### config.mk
export PLATFORM = sky130hd
export DESIGN_NAME = drive_param_control_bank
export DESIGN_NICKNAME = d
export VERILOG_FILES = /design/src/design/drive_param_pkg.sv /design/src/design/drive_param_control_bank.sv
export SDC_FILE = /design/constraint.sdc
export NUM_CORES = 1
export LEC_CHECK = 0
export ABC_AREA = 1
export ABC_CLOCK_PERIOD_IN_PS = 6100
export BUFFER_PORTS_ARGS = -buffer_cell sky130_fd_sc_hd__buf_2
export CORE_MARGIN = 5
export CORE_UTILIZATION = 54
export CTS_CLUSTER_SIZE = 10
export DETAILED_ROUTE_END_ITERATION = 16
export GPL_TIMING_DRIVEN = 0
export PLACE_DENSITY = 0.9
export SLEW_MARGIN = 15
export SYNTH_ARGS = -nofsm -noshare
export SYNTH_HDL_FRONTEND = slang
export SYNTH_SLANG_ARGS = --single-unit
### constraint.sdc
create_clock -name sys_clk -period 6.1 [get_ports sys_clk]
set_clock_uncertainty 0.1 [all_clocks]
set_input_delay 0.61 -clock sys_clk [delete_from_list [all_inputs] [get_ports sys_clk]]
set_output_delay 0.61 -clock sys_clk [all_outputs]
set_load 0.1 [all_outputs]
### src/design/drive_param_pkg.sv
// constants for the drive parameter bank: addresses, fields, codes, resets
package drive_param_pkg;
    // parameter addresses as seen over the fieldbus parameter port
    localparam logic [15:0] ADDR_CMD_SRC  = 16'h0502;
    localparam logic [15:0] ADDR_ENCODER_SIMULATION_OUTPUT_RES = 16'h052a;
    localparam logic [15:0] ADDR_ENC_POS  = 16'h052c;
    localparam logic [15:0] ADDR_CTL_WORD = 16'h1b02;
    localparam logic [15:0] ADDR_STS_WORD = 16'h1b04;
    localparam logic [15:0] ADDR_OP_MODE  = 16'h1b06;
    // control word bit positions
    localparam int CW_SWITCH_ON   = 0;
    localparam int CW_EN_VOLTAGE  = 1;
    localparam int CW_QUICK_STOP  = 2;
    localparam int CW_EN_OPER     = 3;
    localparam int CW_MODE_LO     = 4;
    localparam int CW_FAULT_RESET = 7;
    localparam int CW_HALT        = 8;
    localparam int CW_USED_BITS   = 9;
    // status word bit positions
    localparam int SW_VOLTAGE  = 4;
    localparam int SW_WARNING  = 7;
    localparam int SW_HALT     = 8;
    localparam int SW_REMOTE   = 9;
    localparam int SW_TARGET   = 10;
    localparam int SW_MODE_SPC = 12;
    localparam int SW_POS_ERR  = 13;
    localparam int SW_BIT14    = 14;
    localparam int SW_REF_OK   = 15;
    // operating mode codes, signed 16-bit
    localparam logic [15:0] MODE_PROFILE_POS = 16'h0001;
    localparam logic [15:0] MODE_PROFILE_VEL = 16'h0003;
    localparam logic [15:0] MODE_HOMING      = 16'h0006;
    localparam logic [15:0] MODE_JOG         = 16'hffff;
    localparam logic [15:0] MODE_ELEC_GEAR   = 16'hfffe;
    localparam logic [15:0] MODE_CURRENT     = 16'hfffd;
    localparam logic [15:0] MODE_SPEED       = 16'hfffc;
    localparam logic [15:0] MODE_OSCILLATOR  = 16'hfff9;
    // command source codes
    localparam logic [1:0]  SRC_NONE    = 2'h0;
    localparam logic [1:0]  SRC_LOCAL   = 2'h1;
    localparam logic [1:0]  SRC_CANOPEN = 2'h2;
    localparam logic [1:0]  SRC_MODBUS  = 2'h3;
    localparam logic [15:0] SRC_MAX     = 16'h0003;
    // encoder position and simulation limits
    localparam int          USR_PER_REV   = 16384;
    localparam int          MULTI_TURNS   = 4096;
    localparam logic [15:0] ENCODER_SIMULATION_OUTPUT_MIN      = 16'h0008;
    localparam logic [15:0] ENCODER_SIMULATION_OUTPUT_LEG_MIN  = 16'h0080;
    localparam logic [15:0] ENCODER_SIMULATION_OUTPUT_LEG_MAX  = 16'h1000;
    // reset values
    localparam logic [15:0] ENCODER_SIMULATION_OUTPUT_RESET    = 16'h1000;
    localparam logic [8:0]  CTL_RESET     = 9'h000;
    localparam logic [15:0] MODE_RESET    = 16'h0000;
    localparam logic [31:0] ENC_RESET     = 32'h00000000;
endpackage : drive_param_pkg

### src/design/drive_param_control_bank.sv
// fieldbus parameter bank of a servo drive: control, mode, status, source, encoder
// What this block does
// - control word bits decode to drive commands
// - signed mode select, only listed codes
// - status word carries state and flags
// - status bits 13-15 position, bit14, reference
// - command source codes 0 to 3
// - source change waits for power-on, except first
// - encoder position limited per sensor type
// - encoder position applies at next switch-on
// - position change also moves index pulses
// - legacy firmware: power-of-two resolutions only
// - newer firmware: resolution 8 to 65535
`timescale 1ns/10ps
module drive_param_control_bank #(
    parameter int usr_per_rev = drive_param_pkg::USR_PER_REV,
    parameter int multi_turns = drive_param_pkg::MULTI_TURNS
) (
    input  wire logic        sys_clk,
    input  wire logic        reset,
    input  wire logic [15:0] par_addr,
    input  wire logic        par_wr,
    input  wire logic        par_rd,
    input  wire logic [31:0] par_wdata,
    output logic      [31:0] par_rdata,
    output logic             par_ack,
    output logic             par_err,
    input  wire logic        switch_on,
    input  wire logic        multi_turn_sensor,
    input  wire logic        legacy_firmware,
    input  wire logic [5:0]  state_bits,
    input  wire logic        voltage_enabled,
    input  wire logic        warning,
    input  wire logic        target_reached,
    input  wire logic        mode_specific,
    input  wire logic        position_error,
    input  wire logic        status_bit14,
    input  wire logic        reference_valid,
    output logic             ctl_switch_on,
    output logic             ctl_enable_voltage,
    output logic             ctl_quick_stop,
    output logic             ctl_enable_operation,
    output logic      [2:0]  ctl_mode_bits,
    output logic             ctl_fault_reset,
    output logic             ctl_halt,
    output logic      [15:0] op_mode,
    output logic      [1:0]  cmd_source,
    output logic      [31:0] enc_pos_value,
    output logic             enc_pos_load,
    output logic      [31:0] index_offset,
    output logic      [15:0] encoder_simulation_output_resolution
);
    typedef struct packed {
        logic [8:0]  ctl;
        logic [15:0] mode;
        logic [15:0] status;
        logic [1:0]  src_sel;
        logic [1:0]  src_act;
        logic [31:0] enc_pend;
        logic [31:0] enc_pos;
        logic [31:0] idx;
        logic        enc_load;
        logic [15:0] encoder_simulation_output;
        logic [31:0] rdata;
        logic        ack;
        logic        err;
    } state_s;

    localparam logic [31:0] rev_w     = 32'(usr_per_rev);
    localparam logic [31:0] st_max    = 32'(usr_per_rev - 1);
    localparam logic [31:0] mt_max    = 32'(64'(usr_per_rev) * 64'(multi_turns) - 64'd1);

    state_s state_r;
    state_s state_nxt;
    logic        wr_ok;
    logic [31:0] enc_max;
    logic [15:0] wlo;

    // value checks for each writable parameter
    always_comb
    begin
        wlo     = par_wdata[15:0];
        enc_max = multi_turn_sensor ? mt_max : st_max;
        wr_ok   = 1'b0;
        case (par_addr)
            drive_param_pkg::ADDR_CTL_WORD: wr_ok = 1'b1;
            drive_param_pkg::ADDR_OP_MODE:
            begin
                case (wlo)
                    drive_param_pkg::MODE_PROFILE_POS, drive_param_pkg::MODE_PROFILE_VEL,
                    drive_param_pkg::MODE_HOMING, drive_param_pkg::MODE_JOG,
                    drive_param_pkg::MODE_ELEC_GEAR, drive_param_pkg::MODE_CURRENT,
                    drive_param_pkg::MODE_SPEED, drive_param_pkg::MODE_OSCILLATOR:
                        wr_ok = 1'b1;
                    default: wr_ok = 1'b0;
                endcase
            end
            drive_param_pkg::ADDR_CMD_SRC: wr_ok = (wlo <= drive_param_pkg::SRC_MAX);
            drive_param_pkg::ADDR_ENC_POS: wr_ok = (par_wdata <= enc_max);
            drive_param_pkg::ADDR_ENCODER_SIMULATION_OUTPUT_RES:
            begin
                if (legacy_firmware)
                    wr_ok = ((wlo & (wlo - 16'h0001)) == 16'h0000)
                        && (wlo >= drive_param_pkg::ENCODER_SIMULATION_OUTPUT_LEG_MIN)
                        && (wlo <= drive_param_pkg::ENCODER_SIMULATION_OUTPUT_LEG_MAX);
                else
                    wr_ok = (wlo >= drive_param_pkg::ENCODER_SIMULATION_OUTPUT_MIN);
            end
            default: wr_ok = 1'b0; // status word and unmapped addresses
        endcase
    end

    // next-state: parameter writes, reads, switch-on transfer, status capture
    always_comb
    begin
        state_nxt          = state_r;
        state_nxt.ack      = par_wr | par_rd;
        state_nxt.err      = 1'b0;
        state_nxt.enc_load = 1'b0;
        // status rebuilt every cycle from drive state; never from a write
        state_nxt.status = {reference_valid, status_bit14, position_error,
                            mode_specific, 1'b0, target_reached,
                            (state_r.src_act == drive_param_pkg::SRC_CANOPEN)
                                || (state_r.src_act == drive_param_pkg::SRC_MODBUS),
                            state_r.ctl[drive_param_pkg::CW_HALT], warning,
                            state_bits[5:4], voltage_enabled, state_bits[3:0]};
        // power-on of the controller applies the pending settings
        if (switch_on)
        begin
            state_nxt.src_act  = state_r.src_sel;
            state_nxt.enc_pos  = state_r.enc_pend;
            state_nxt.idx      = state_r.enc_pend % rev_w;
            state_nxt.enc_load = 1'b1;
        end
        if (par_wr)
        begin
            state_nxt.err = ~wr_ok;
            if (wr_ok)
            begin
                case (par_addr)
                    drive_param_pkg::ADDR_CTL_WORD:
                        state_nxt.ctl = par_wdata[drive_param_pkg::CW_USED_BITS-1:0];
                    drive_param_pkg::ADDR_OP_MODE: state_nxt.mode = wlo;
                    drive_param_pkg::ADDR_CMD_SRC:
                    begin
                        state_nxt.src_sel = wlo[1:0];
                        // first setup: leaving "undefined" acts at once
                        if (state_r.src_act == drive_param_pkg::SRC_NONE && !switch_on)
                            state_nxt.src_act = wlo[1:0];
                    end
                    drive_param_pkg::ADDR_ENC_POS: state_nxt.enc_pend = par_wdata;
                    drive_param_pkg::ADDR_ENCODER_SIMULATION_OUTPUT_RES: state_nxt.encoder_simulation_output = wlo;
                    default: state_nxt.encoder_simulation_output = state_r.encoder_simulation_output;
                endcase
            end
        end
        else if (par_rd)
        begin
            state_nxt.rdata = 32'h00000000;
            case (par_addr)
                // reserved control bits always read back as zero
                drive_param_pkg::ADDR_CTL_WORD: state_nxt.rdata = {23'h000000, state_r.ctl};
                drive_param_pkg::ADDR_OP_MODE:  state_nxt.rdata = {{16{state_r.mode[15]}}, state_r.mode};
                drive_param_pkg::ADDR_STS_WORD: state_nxt.rdata = {16'h0000, state_r.status};
                drive_param_pkg::ADDR_CMD_SRC:  state_nxt.rdata = {30'h00000000, state_r.src_sel};
                drive_param_pkg::ADDR_ENC_POS:  state_nxt.rdata = state_r.enc_pend;
                drive_param_pkg::ADDR_ENCODER_SIMULATION_OUTPUT_RES: state_nxt.rdata = {16'h0000, state_r.encoder_simulation_output};
                default: state_nxt.err = 1'b1;
            endcase
        end
    end

    // single state register; async reset to constants only
    always_ff @(posedge sys_clk or posedge reset)
    begin
        if (reset)
        begin
            state_r          <= '0;
            state_r.ctl      <= drive_param_pkg::CTL_RESET;
            state_r.mode     <= drive_param_pkg::MODE_RESET;
            state_r.src_sel  <= drive_param_pkg::SRC_NONE;
            state_r.src_act  <= drive_param_pkg::SRC_NONE;
            state_r.enc_pend <= drive_param_pkg::ENC_RESET;
            state_r.enc_pos  <= drive_param_pkg::ENC_RESET;
            state_r.encoder_simulation_output     <= drive_param_pkg::ENCODER_SIMULATION_OUTPUT_RESET;
        end
        else
            state_r <= state_nxt;
    end

    // outputs straight from the state flops
    assign par_rdata            = state_r.rdata;
    assign par_ack              = state_r.ack;
    assign par_err              = state_r.err;
    assign ctl_switch_on        = state_r.ctl[drive_param_pkg::CW_SWITCH_ON];
    assign ctl_enable_voltage   = state_r.ctl[drive_param_pkg::CW_EN_VOLTAGE];
    assign ctl_quick_stop       = state_r.ctl[drive_param_pkg::CW_QUICK_STOP];
    assign ctl_enable_operation = state_r.ctl[drive_param_pkg::CW_EN_OPER];
    assign ctl_mode_bits        = state_r.ctl[drive_param_pkg::CW_MODE_LO +: 3];
    assign ctl_fault_reset      = state_r.ctl[drive_param_pkg::CW_FAULT_RESET];
    assign ctl_halt             = state_r.ctl[drive_param_pkg::CW_HALT];
    assign op_mode              = state_r.mode;
    assign cmd_source           = state_r.src_act;
    assign enc_pos_value        = state_r.enc_pos;
    assign enc_pos_load         = state_r.enc_load;
    assign index_offset         = state_r.idx;
    assign encoder_simulation_output_resolution      = state_r.encoder_simulation_output;
endmodule : drive_param_control_bank

* Yosys cells after proc, flatten, opt, wreduce, memory -nomap -nowiden
Cells that the tools add are included.
Word-level totals: register bits 173, output and inout bits 142, bits of input ports 68, logic and storage cells 69
Operators by class: mux-type cells 15, bitwise logic cells 4, reductions and logical operators 15, $add $sub $neg 1, magnitude comparators 5, equality and inequality tests 16
Operators by type and width (number):
- 32-bit case mux with 6 select lines | 1
- 16-bit equality test (second input constant) | 5
- 34-bit 2-to-1 mux | 2
- 16-bit by 11-bit equality test with 1-bit output (second input constant) | 3
- 16-bit by 13-bit equality test with 1-bit output (second input constant) | 3
- 32-bit by 26-bit less-or-equal comparator with 1-bit output | 1
- 32-bit 2-to-1 mux | 1
- 26-bit 2-to-1 mux | 1
- 16-bit bitwise AND | 1
- 16-bit by 1-bit equality test with 1-bit output (second input constant) | 1
- 16-bit by 2-bit equality test with 1-bit output (second input constant) | 1
- 16-bit by 3-bit equality test with 1-bit output (second input constant) | 1
- 16-bit by 4-bit greater-or-equal comparator with 1-bit output (second input constant) | 1
- 16-bit by 8-bit greater-or-equal comparator with 1-bit output (second input constant) | 1
- 16-bit by 13-bit less-or-equal comparator with 1-bit output (second input constant) | 1
- 16-bit by 2-bit less-or-equal comparator with 1-bit output (second input constant) | 1
- 16-bit logical NOT | 1
- 16-bit by 1-bit subtractor with 16-bit output (second input constant) | 1
- 3-bit AND reduction | 5
- 8-bit OR reduction | 1
- 1-bit 2-to-1 mux | 6
- 2-bit 2-to-1 mux | 3
- 6-bit OR reduction | 1
- 1-bit case mux with 5 select lines | 1
- other kinds (8) | 12

* Longest topological paths before layout
Gate-level depths: netlist of the first run.
depth after elaboration 9, gate-level depth with buffers 16, depth with buffers taken out 14

* Worst setup path after synthesis of the first run
No wires, ideal clock.
path kind input to register, start point input port multi_turn_sensor, end point register state_r, in the netlist encoder_simulation_output_resolution[2], slack 3.617 ns, data arrival time 2.266 ns, required time 5.883 ns, setup time 0.117 ns, stages on the path 14, path buffers 2, cell sequence inv_1 -> ha_1 -> a21oi_1 -> o21ai_0 -> o21ai_0 -> nand2_1 -> a21oi_1 -> nor2_1 -> nand2_1 -> buf_6 -> nand3_4 -> buf_2 -> nand2_1 -> nand2_1
On the way: word-level cells in the longest chain between the ends 4
RTL lines:
- start: declaration | RTL line drive_param_control_bank.sv:29 | input wire logic multi_turn_sensor,
- 26-bit 2-to-1 mux | RTL line drive_param_control_bank.sv:83 | enc_max = multi_turn_sensor ? mt_max : st_max;
- 32-bit by 26-bit less-or-equal comparator with 1-bit output | RTL line drive_param_control_bank.sv:99 | drive_param_pkg::ADDR_ENC_POS: wr_ok = (par_wdata <= enc_max);
- 1-bit case mux with 5 select lines | RTL line drive_param_control_bank.sv:85 | case (par_addr)
- 3-bit AND reduction (no line)
- end signal: assignment | RTL line drive_param_control_bank.sv:188 | state_r <= state_nxt;
- end: declaration | RTL line drive_param_control_bank.sv:73 | state_s state_r;
No other way between the ends. A chain may end at the register's enable or synchronous reset.

* Worst setup path in the final report of the first run
start point input port par_addr[13], end point register state_r, in the netlist op_mode[11]
On the way: word-level cells in the longest chain between the ends 3, elaborated cells between the ends (all ways) 7, those cells by class 5 x eq/ne; 1 x mux; 1 x reduce/logical
RTL lines:
- start: declaration | RTL line drive_param_control_bank.sv:21 | input wire logic [15:0] par_addr,
- 16-bit by 11-bit equality test with 1-bit output, or another cell as far along | RTL line drive_param_control_bank.sv:85
- 1-bit case mux with 5 select lines | RTL line drive_param_control_bank.sv:85
- 3-bit AND reduction (no line) *
Mark *: on every way between the ends. The rest lies on a longest branch, timed or not.

==> impl_results.md, run 1 <==
- DRC viols: 0
- Most common cell in the netlist: nand2_1
- Share of cells above drive strength 1: 30.7%
- Commonest cells post-synth: nand2_1 (342), dfrtp_1 (158), buf_4 (134)
- Iteration-0 DRC Markers: 867
- Largest cells by area after synthesis: dfrtp_1 (47%), nand2_1 (15%), buf_4 (12%)
- Routed WL: 23,900 um
- Final antenna-violating net count: 0
- Hold Crit Class: in2async
- First-pass GRT wire length: 37,200 um
- Post-CTS Setup Bufs: 0
- Ys flop type: dfrtp_1
- Fin. Hold Viols: 0
- Pwr/cell area: 232 nW/um^2
- GRT overflow: 0
- Syn Area/Cell: 8.13 sq um
- RSZ-0062 raised after global routing: false
- Post-DR wirelength/cell: 16.1 um
- Crit path launch type: input port
- MaxCap Viol Count: 0
- Final Max Tran Viols: 0
- Post-synth top area cell: dfrtp_1
- Number of fillers in the final layout: 1,197
- Peak supply drop: 0.234 mV
- Syn Inst Count: 1,034
- #FFs+latches synth: 159
- Fin crit share: 45.9%
- Detailed placement HPWL: 17,900 um
- Routability Congestion: 0.914
- # port buffers: 188
- Clk sinks: 159
- Crit end category: flip-flop
- Hold buffers post-CTS: 0
- Cts bufs inserted: 17
- Core Area: 15,300 sq um
- Worst skew pair latency: 430 ps
- Synth cell types: 37
- Clock buffer depth: 2
- Diode count: 0
- CTS Root Cell: clkbuf_16
- Largest net degree at the start of global routing: 116
- Status: completed
- Syn. warnings: 0
- TritonRoute pass-1 iters: 5
- Die area: 18,200 sq um
- Synthesized cell area: 8400 sq um
- FFs w/ async S/R, synth: 100%
- Total track usage: 26.1%
- Htree depth: 4
- Share of the synthesized area in the top cell type: 47.0%
- Vias in the first global route: 7,415
- Post-Layout Cell Count: 1,483
- Number of vias per cell: 5.23
- Post-CTS Resized: 0
- Minimum clock period: 2800 ps
- Crit path arrival time: 3060 ps
- Number of setup violations in the final report: 0
- Io pins: 210
- Layout Nets: 1,339
- Fmax: 0.357 GHz
- Clock transition at path regs: 60 ps
- Vert. Die Dim: 135 um
- Placed cells: 1,451
- CTS tree: done
- Seq/Total Area, Yosys: 47.4%
- Crit path required time: 6360 ps
- Placement Rows: 45
- Kind of critical path: in2reg
- Area delta synth->final: 22.9%
- Critical Path Fanout Max: 10
- Initial antenna violation count: 0
- Post-synth EDFFs: 0
- Max_slew headroom: 35.1%
- Via count: 7,763
- Worst-margin pin slew: 965 ps
- Die width: 135 um
- Initial Utilization: 55.1%
- WHS: 71.6 ps
- Leak pwr: 6.19 nW
state kept, by name, summed over array words and instances (netlist names), 2 cells and up:
register	cells
state_r	49
enc_pos_value	32
par_rdata	32
encoder_simulation_output_resolution	16
op_mode	16
ctl_mode_bits	3
cmd_source	2
final timing paths:
check / start / to / slack (ps) / cells past startpoint
worst max-delay path: par_addr[13] / op_mode[11]$_DFFE_PP0P_ / 3300 / 14
worst min-delay path: reset / enc_pos_load$_DFF_PP0_ / 70 / 2
worst max register to register: op_mode[15]$_DFFE_PP0P_ / par_rdata[15]$_DFFE_PP0P_ / 4350 / 5
worst min register to register: enc_pos_value[16]$_DFFE_PP0P_ / enc_pos_value[16]$_DFFE_PP0P_ / 370 / 2
max in group asynchronous: reset / encoder_simulation_output_resolution[3]$_DFFE_PP0P_ / 4960 / 3
min in group sys_clk: state_bits[2] / state_r[153]$_DFF_PP0_ / 180 / 1
cells by family after synthesis:
family | share of synthesized area, %
other cells | 0.0446
fa+ha+maj | 1.79
buf+inv | 16.9
mux | 0.402
compound gates | 6.34
flops | 47.4
simple gates | 27.2
layer usage:
metal | track usage, % | wire, um | vias to the layer above
met5 | 0 | 0 | -
met4 | 9.33 | 702 | 0
met3 | 5.44 | 2200 | 67
met2 | 42.6 | 11500 | 388
met1 | 34.6 | 9500 | 3652
li1 | - | - | 3656
stage by stage:
stage	setup TNS (ps)	util (%)	setup WS [ps]	power, W	area, sq um
4_1_cts	0	67.7	3370	0.00240	10300
6_report	0	67.7	3300	0.00240	10300
5_1_grt	0	67.7	3140	0.00247	10300
2_1_floorplan	0	-	1100	0.00124	8470
3_3_place_gp	-67200	63.4	-435	0.00129	9670
3_5_place_dp	0	63.6	2960	0.00130	9710
worst max-delay path: stages:
cell      delay [ps]
buf_2            100
nor2_1            90
nand3_1          190
nor3_4           440
nand3_2          200
clkinv_2         180
nand2_1           70
a21oi_1          180
nor2_1            60
nand2_1          110
buf_6            160
nand4_1          230
buf_2            310
nand2_1          110
power by group:
group          total, W  switching, W  internal, W
logic          0.000215      0.000165    0.0000492
clock network   0.00112      0.000418     0.000698
registers       0.00107    0.00000420      0.00106
total           0.00240      0.000588      0.00181
cell type report:
class / count / area (sq um) / share of cell area (%)
Multi-Input combinational cell: 655 / 3070 / 29.7
Clock inverter: 9 / 159 / 1.54
Timing Repair Buffer: 189 / 968 / 9.38
Clock buffer: 23 / 458 / 4.44
Buffer: 182 / 1210 / 11.8
Tap cell: 211 / 264 / 2.56
Inverter: 55 / 215 / 2.08
Sequential cell: 159 / 3980 / 38.5
placed cells by master (no fill, tap or decap), types with 2 or more instances in the layout:
| cell type | synthesis | final |
|---|---|---|
| nor2_1 | 60 | 60 |
| conb_1 | 1 | 18 |
| buf_4 | 134 | 134 |
| a22o_1 | 7 | 7 |
| a21oi_1 | 33 | 33 |
| buf_2 | 16 | 204 |
| mux2_2 | 3 | 3 |
| clkbuf_16 | 0 | 17 |
| nand3_1 | 60 | 60 |
| nand3_2 | 3 | 3 |
| clkinv_2 | 1 | 2 |
| dfrtp_1 | 158 | 158 |
| nor4_1 | 2 | 2 |
| clkbuf_1 | 30 | 35 |
| ha_1 | 12 | 12 |
| clkinv_1 | 2 | 2 |
| inv_6 | 0 | 2 |
| bufinv_16 | 0 | 4 |
| o21ai_0 | 27 | 27 |
| nor3_1 | 3 | 3 |
| nand4_1 | 57 | 57 |
| nand2_1 | 342 | 342 |
| inv_2 | 10 | 10 |
| inv_1 | 42 | 41 |
| a21o_1 | 16 | 16 |
(Power assumes the default switching activity.)
==> inputs of run 2 (changes only) <==
--- a/config.mk
+++ b/config.mk
@@ -6,14 +6,14 @@
 export NUM_CORES = 1
 export LEC_CHECK = 0
 export ABC_AREA = 1
-export ABC_CLOCK_PERIOD_IN_PS = 6100
+export ABC_CLOCK_PERIOD_IN_PS = 2400
 export BUFFER_PORTS_ARGS = -buffer_cell sky130_fd_sc_hd__buf_2
 export CORE_MARGIN = 5
-export CORE_UTILIZATION = 54
+export CORE_UTILIZATION = 49
 export CTS_CLUSTER_SIZE = 10
 export DETAILED_ROUTE_END_ITERATION = 16
 export GPL_TIMING_DRIVEN = 0
-export PLACE_DENSITY = 0.9
+export PLACE_DENSITY = 0.86
 export SLEW_MARGIN = 15
 export SYNTH_ARGS = -nofsm -noshare
 export SYNTH_HDL_FRONTEND = slang
==> constraint.sdc (replaced) <==
create_clock -name sys_clk -period 2.4 [get_ports sys_clk]
set_clock_uncertainty 0.1 [all_clocks]
set_input_delay 0.24 -clock sys_clk [delete_from_list [all_inputs] [get_ports sys_clk]]
set_output_delay 0.24 -clock sys_clk [all_outputs]
set_load 0.1 [all_outputs]
==> impl_results.md, run 2 (synthesized netlist as in run 1, its figures left out) <==
- Area delta synth->final: 27.1%
- Commonest non-fill, non-tap cell in the layout: nand2_1
- Final antenna-violating net count: 0 (unchanged)
- FF/Latch Area: 3980 sq um (unchanged)
- Worst-path cell chain: buf_2, clkinvlp_4, buf_4, ha_1, a21oi_1, nor2_1, o21ai_0, nand2_1, a21oi_1, nor2_1, nand2_1, buf_6, nand3_2, buf_4, nand2_1, nand2_1
- Number of fillers in the final layout: 1,379 (+15%)
- Io pins: 210 (unchanged)
- Diode count: 0 (unchanged)
- MaxCap Viol Count: 0 (unchanged)
- # port buffers: 188 (unchanged)
- Clock transition at path regs: 60 ps (about the same)
- Largest register FFs: 49 (unchanged)
- Family with the most delay on the worst path: buffers and inverters
- Worst Path Buf+Inv: 5 (+1)
- Power Total: 0.00609 W (+150%)
- Worst setup path start: multi_turn_sensor
- Htree depth: 4 (unchanged)
- Fin area: 10,700 sq um (+3.5%)
- Final WS setup: 132 ps (-3170 ps)
- Clk sinks: 159 (unchanged)
- Largest net degree at the start of global routing: 38 (-67%)
- Critical Path Fanout Max: 10 (unchanged)
- Pwr/cell area: 570 nW/um^2 (+150%)
- Sequential Power Share: 44.6% (about the same)
- Core Area: 16,700 sq um (+9.5%)
- Max_slew headroom: 54.2% (+19 points)
- First-pass GRT wire length: 39,800 um (+6.9%)
- Kind of critical path: in2reg
- Dpl cell area: 9770 sq um (+0.62%)
- Critical R2R Launch: op_mode[15]$_DFFE_PP0P_
- Multi-input gate area: 3090 sq um (+0.65%)
- Layout Nets: 1,371 (+2.4%)
- Crit path required time: 2610 ps (-3750 ps)
- CTS tree: done
- Die width: 141 um (+4.6%)
- Minimum clock period: 2270 ps
- Final Max Tran Viols: 0 (unchanged)
- CP peak stage delay: 290 ps (-150 ps)
- Worst skew pair latency: 420 ps (about the same)
- Crit path arrival time: 2480 ps (-580 ps)
- Vert. Die Dim: 141 um (+4.6%)
- Via count: 8,006 (+3.1%)
- HP Start: par_wdata[20]
- Share of cells above drive strength 1: 31.1% (+0.45 points)
- Post-Layout Cell Count: 1,522 (+2.6%)
- Fmax: 0.441 GHz
- Fin crit share: 94.5%
- Cts bufs inserted: 17 (unchanged)
- Hold Crit Class: in2reg
- Post-DR wirelength/cell: 16.7 um (+3.9%)
- Number of vias per cell: 5.26 (+0.49%)
- Crit end category: flip-flop
- Initial antenna violation count: 0 (unchanged)
- Sw Share: 24.9% (+0.41 points)
- Die area: 19,900 sq um (+9.4%)
- Routed WL: 25,400 um (+6.6%)
- Fin. Hold Viols: 0 (unchanged)
- Routability Congestion: 0.951 (+4.0%)
- DRC viols: 0 (unchanged)
- Crit-path slowest cell: ha_1
- Clock buffer depth: 2 (unchanged)
- Logic pwr share: 9.8% (+0.9 points)
- Total track usage: 25.3% (-0.77 points)
- Most frequent cells in the layout: nand2_1 (342), buf_2 (201), dfrtp_1 (158), buf_4 (142), nor2_1 (60)
- Detailed placement HPWL: 18,600 um (+3.9%)
- Number of setup violations in the final report: 0 (unchanged)
- CTS Root Cell: clkbuf_16
- Peak supply drop: 0.498 mV (+110%)
- Initial Utilization: 50.3% (-4.8 points)
- Setup WS pre-CTS: -363 ps (-3320 ps)
- CP dominant cell by count: nand2_1
- Clock share of power: 45.6% (-1.0 points)
- Pint: 0.00457 W (+150%)
- GRT overflow: 0 (unchanged)
- Placed cells: 1,463 (+0.83%)
- TritonRoute pass-1 iters: 7 (+2)
- Status: completed
- Leak pwr: 6.34 nW (+2.5%)
- Worst-margin pin slew: 682 ps (-283 ps)
- Vias in the first global route: 7,867 (+6.1%)
- Placement Rows: 47 (+4.4%)
- Top reg by flops: state_r
- Crit path launch type: input port
- Iteration-0 DRC Markers: 845 (-2.5%)
- NetSw: 0.00152 W (+160%)
run 2: power groups by stage:
stage                     clock network, W  registers, W  logic, W
after global placement                   0       0.00276  0.000530
after global routing               0.00289       0.00271  0.000643
after CTS                          0.00279       0.00271  0.000584
final                              0.00278       0.00271  0.000597
after detailed placement                 0       0.00276  0.000553
after floorplan                          0       0.00278  0.000367
run 2: worst paths after layout:
check | to | cells past startpoint | slack (ps)
min in group asynchronous | enc_pos_value[15]$_DFFE_PP0P_ | 3 | 360
max reg2reg | par_rdata[16]$_DFFE_PP0P_ | 4 | 570
min reg2reg | state_r[159]$_DFF_PP0_ | 0 | 350
max | state_r[116]$_DFFE_PP0P_ | 16 | 130
max in group asynchronous | ctl_enable_voltage$_DFFE_PP0P_ | 5 | 1040
min | state_r[135]$_DFFE_PP0P_ | 3 | 3
run 2: area by class of cell:
| type | instances | area share (%) |
|---|---|---|
| inverter | 55 | 2.01 |
| clock inverter | 9 | 1.24 |
| sequential | 159 | 37.2 |
| clock buffer | 21 | 4.40 |
| timing repair buffer | 221 | 12.1 |
| tap | 220 | 2.58 |
| buffer | 181 | 11.5 |
| multi-input combinational | 655 | 28.9 |
| timing repair inverter | 1 | 0.0703 |
run 2: per-layer routing:
layer	vias up	share of wire (%)	track usage [%]
met3	91	8.3	5.32
met2	412	48	41.7
met5	-	0	0
met4	0	3.7	11.2
met1	3796	40	32.4
li1	3707	-	-
run 2: repair_timing:
action,4_1_cts,5_1_grt
buffers inserted,0,5
endpoints found under the hold margin,45,0
gates resized for setup,0,14
hold buffers,23,0
setup endpoints to repair,0,77
run 2: per-stage QoR:
stage / TNS, ps / hold WS [ps] / utilization, %
after floorplan: 0 / 171 / -
after global placement: -156680 / 250 / 58.0
after detailed placement: -22300 / 249 / 58.5
after CTS: 0 / 4.30 / 63.5
after global routing: -28.7 / 18.2 / 64.0
final: 0 / 3.32 / 64.0
run 2: worst register-to-register path: stages, from the launching register on:
cell      delay [ps]
dfrtp_1          400
nand2_1          320
clkbuf_1         520
a21oi_1          200
a21o_1           190
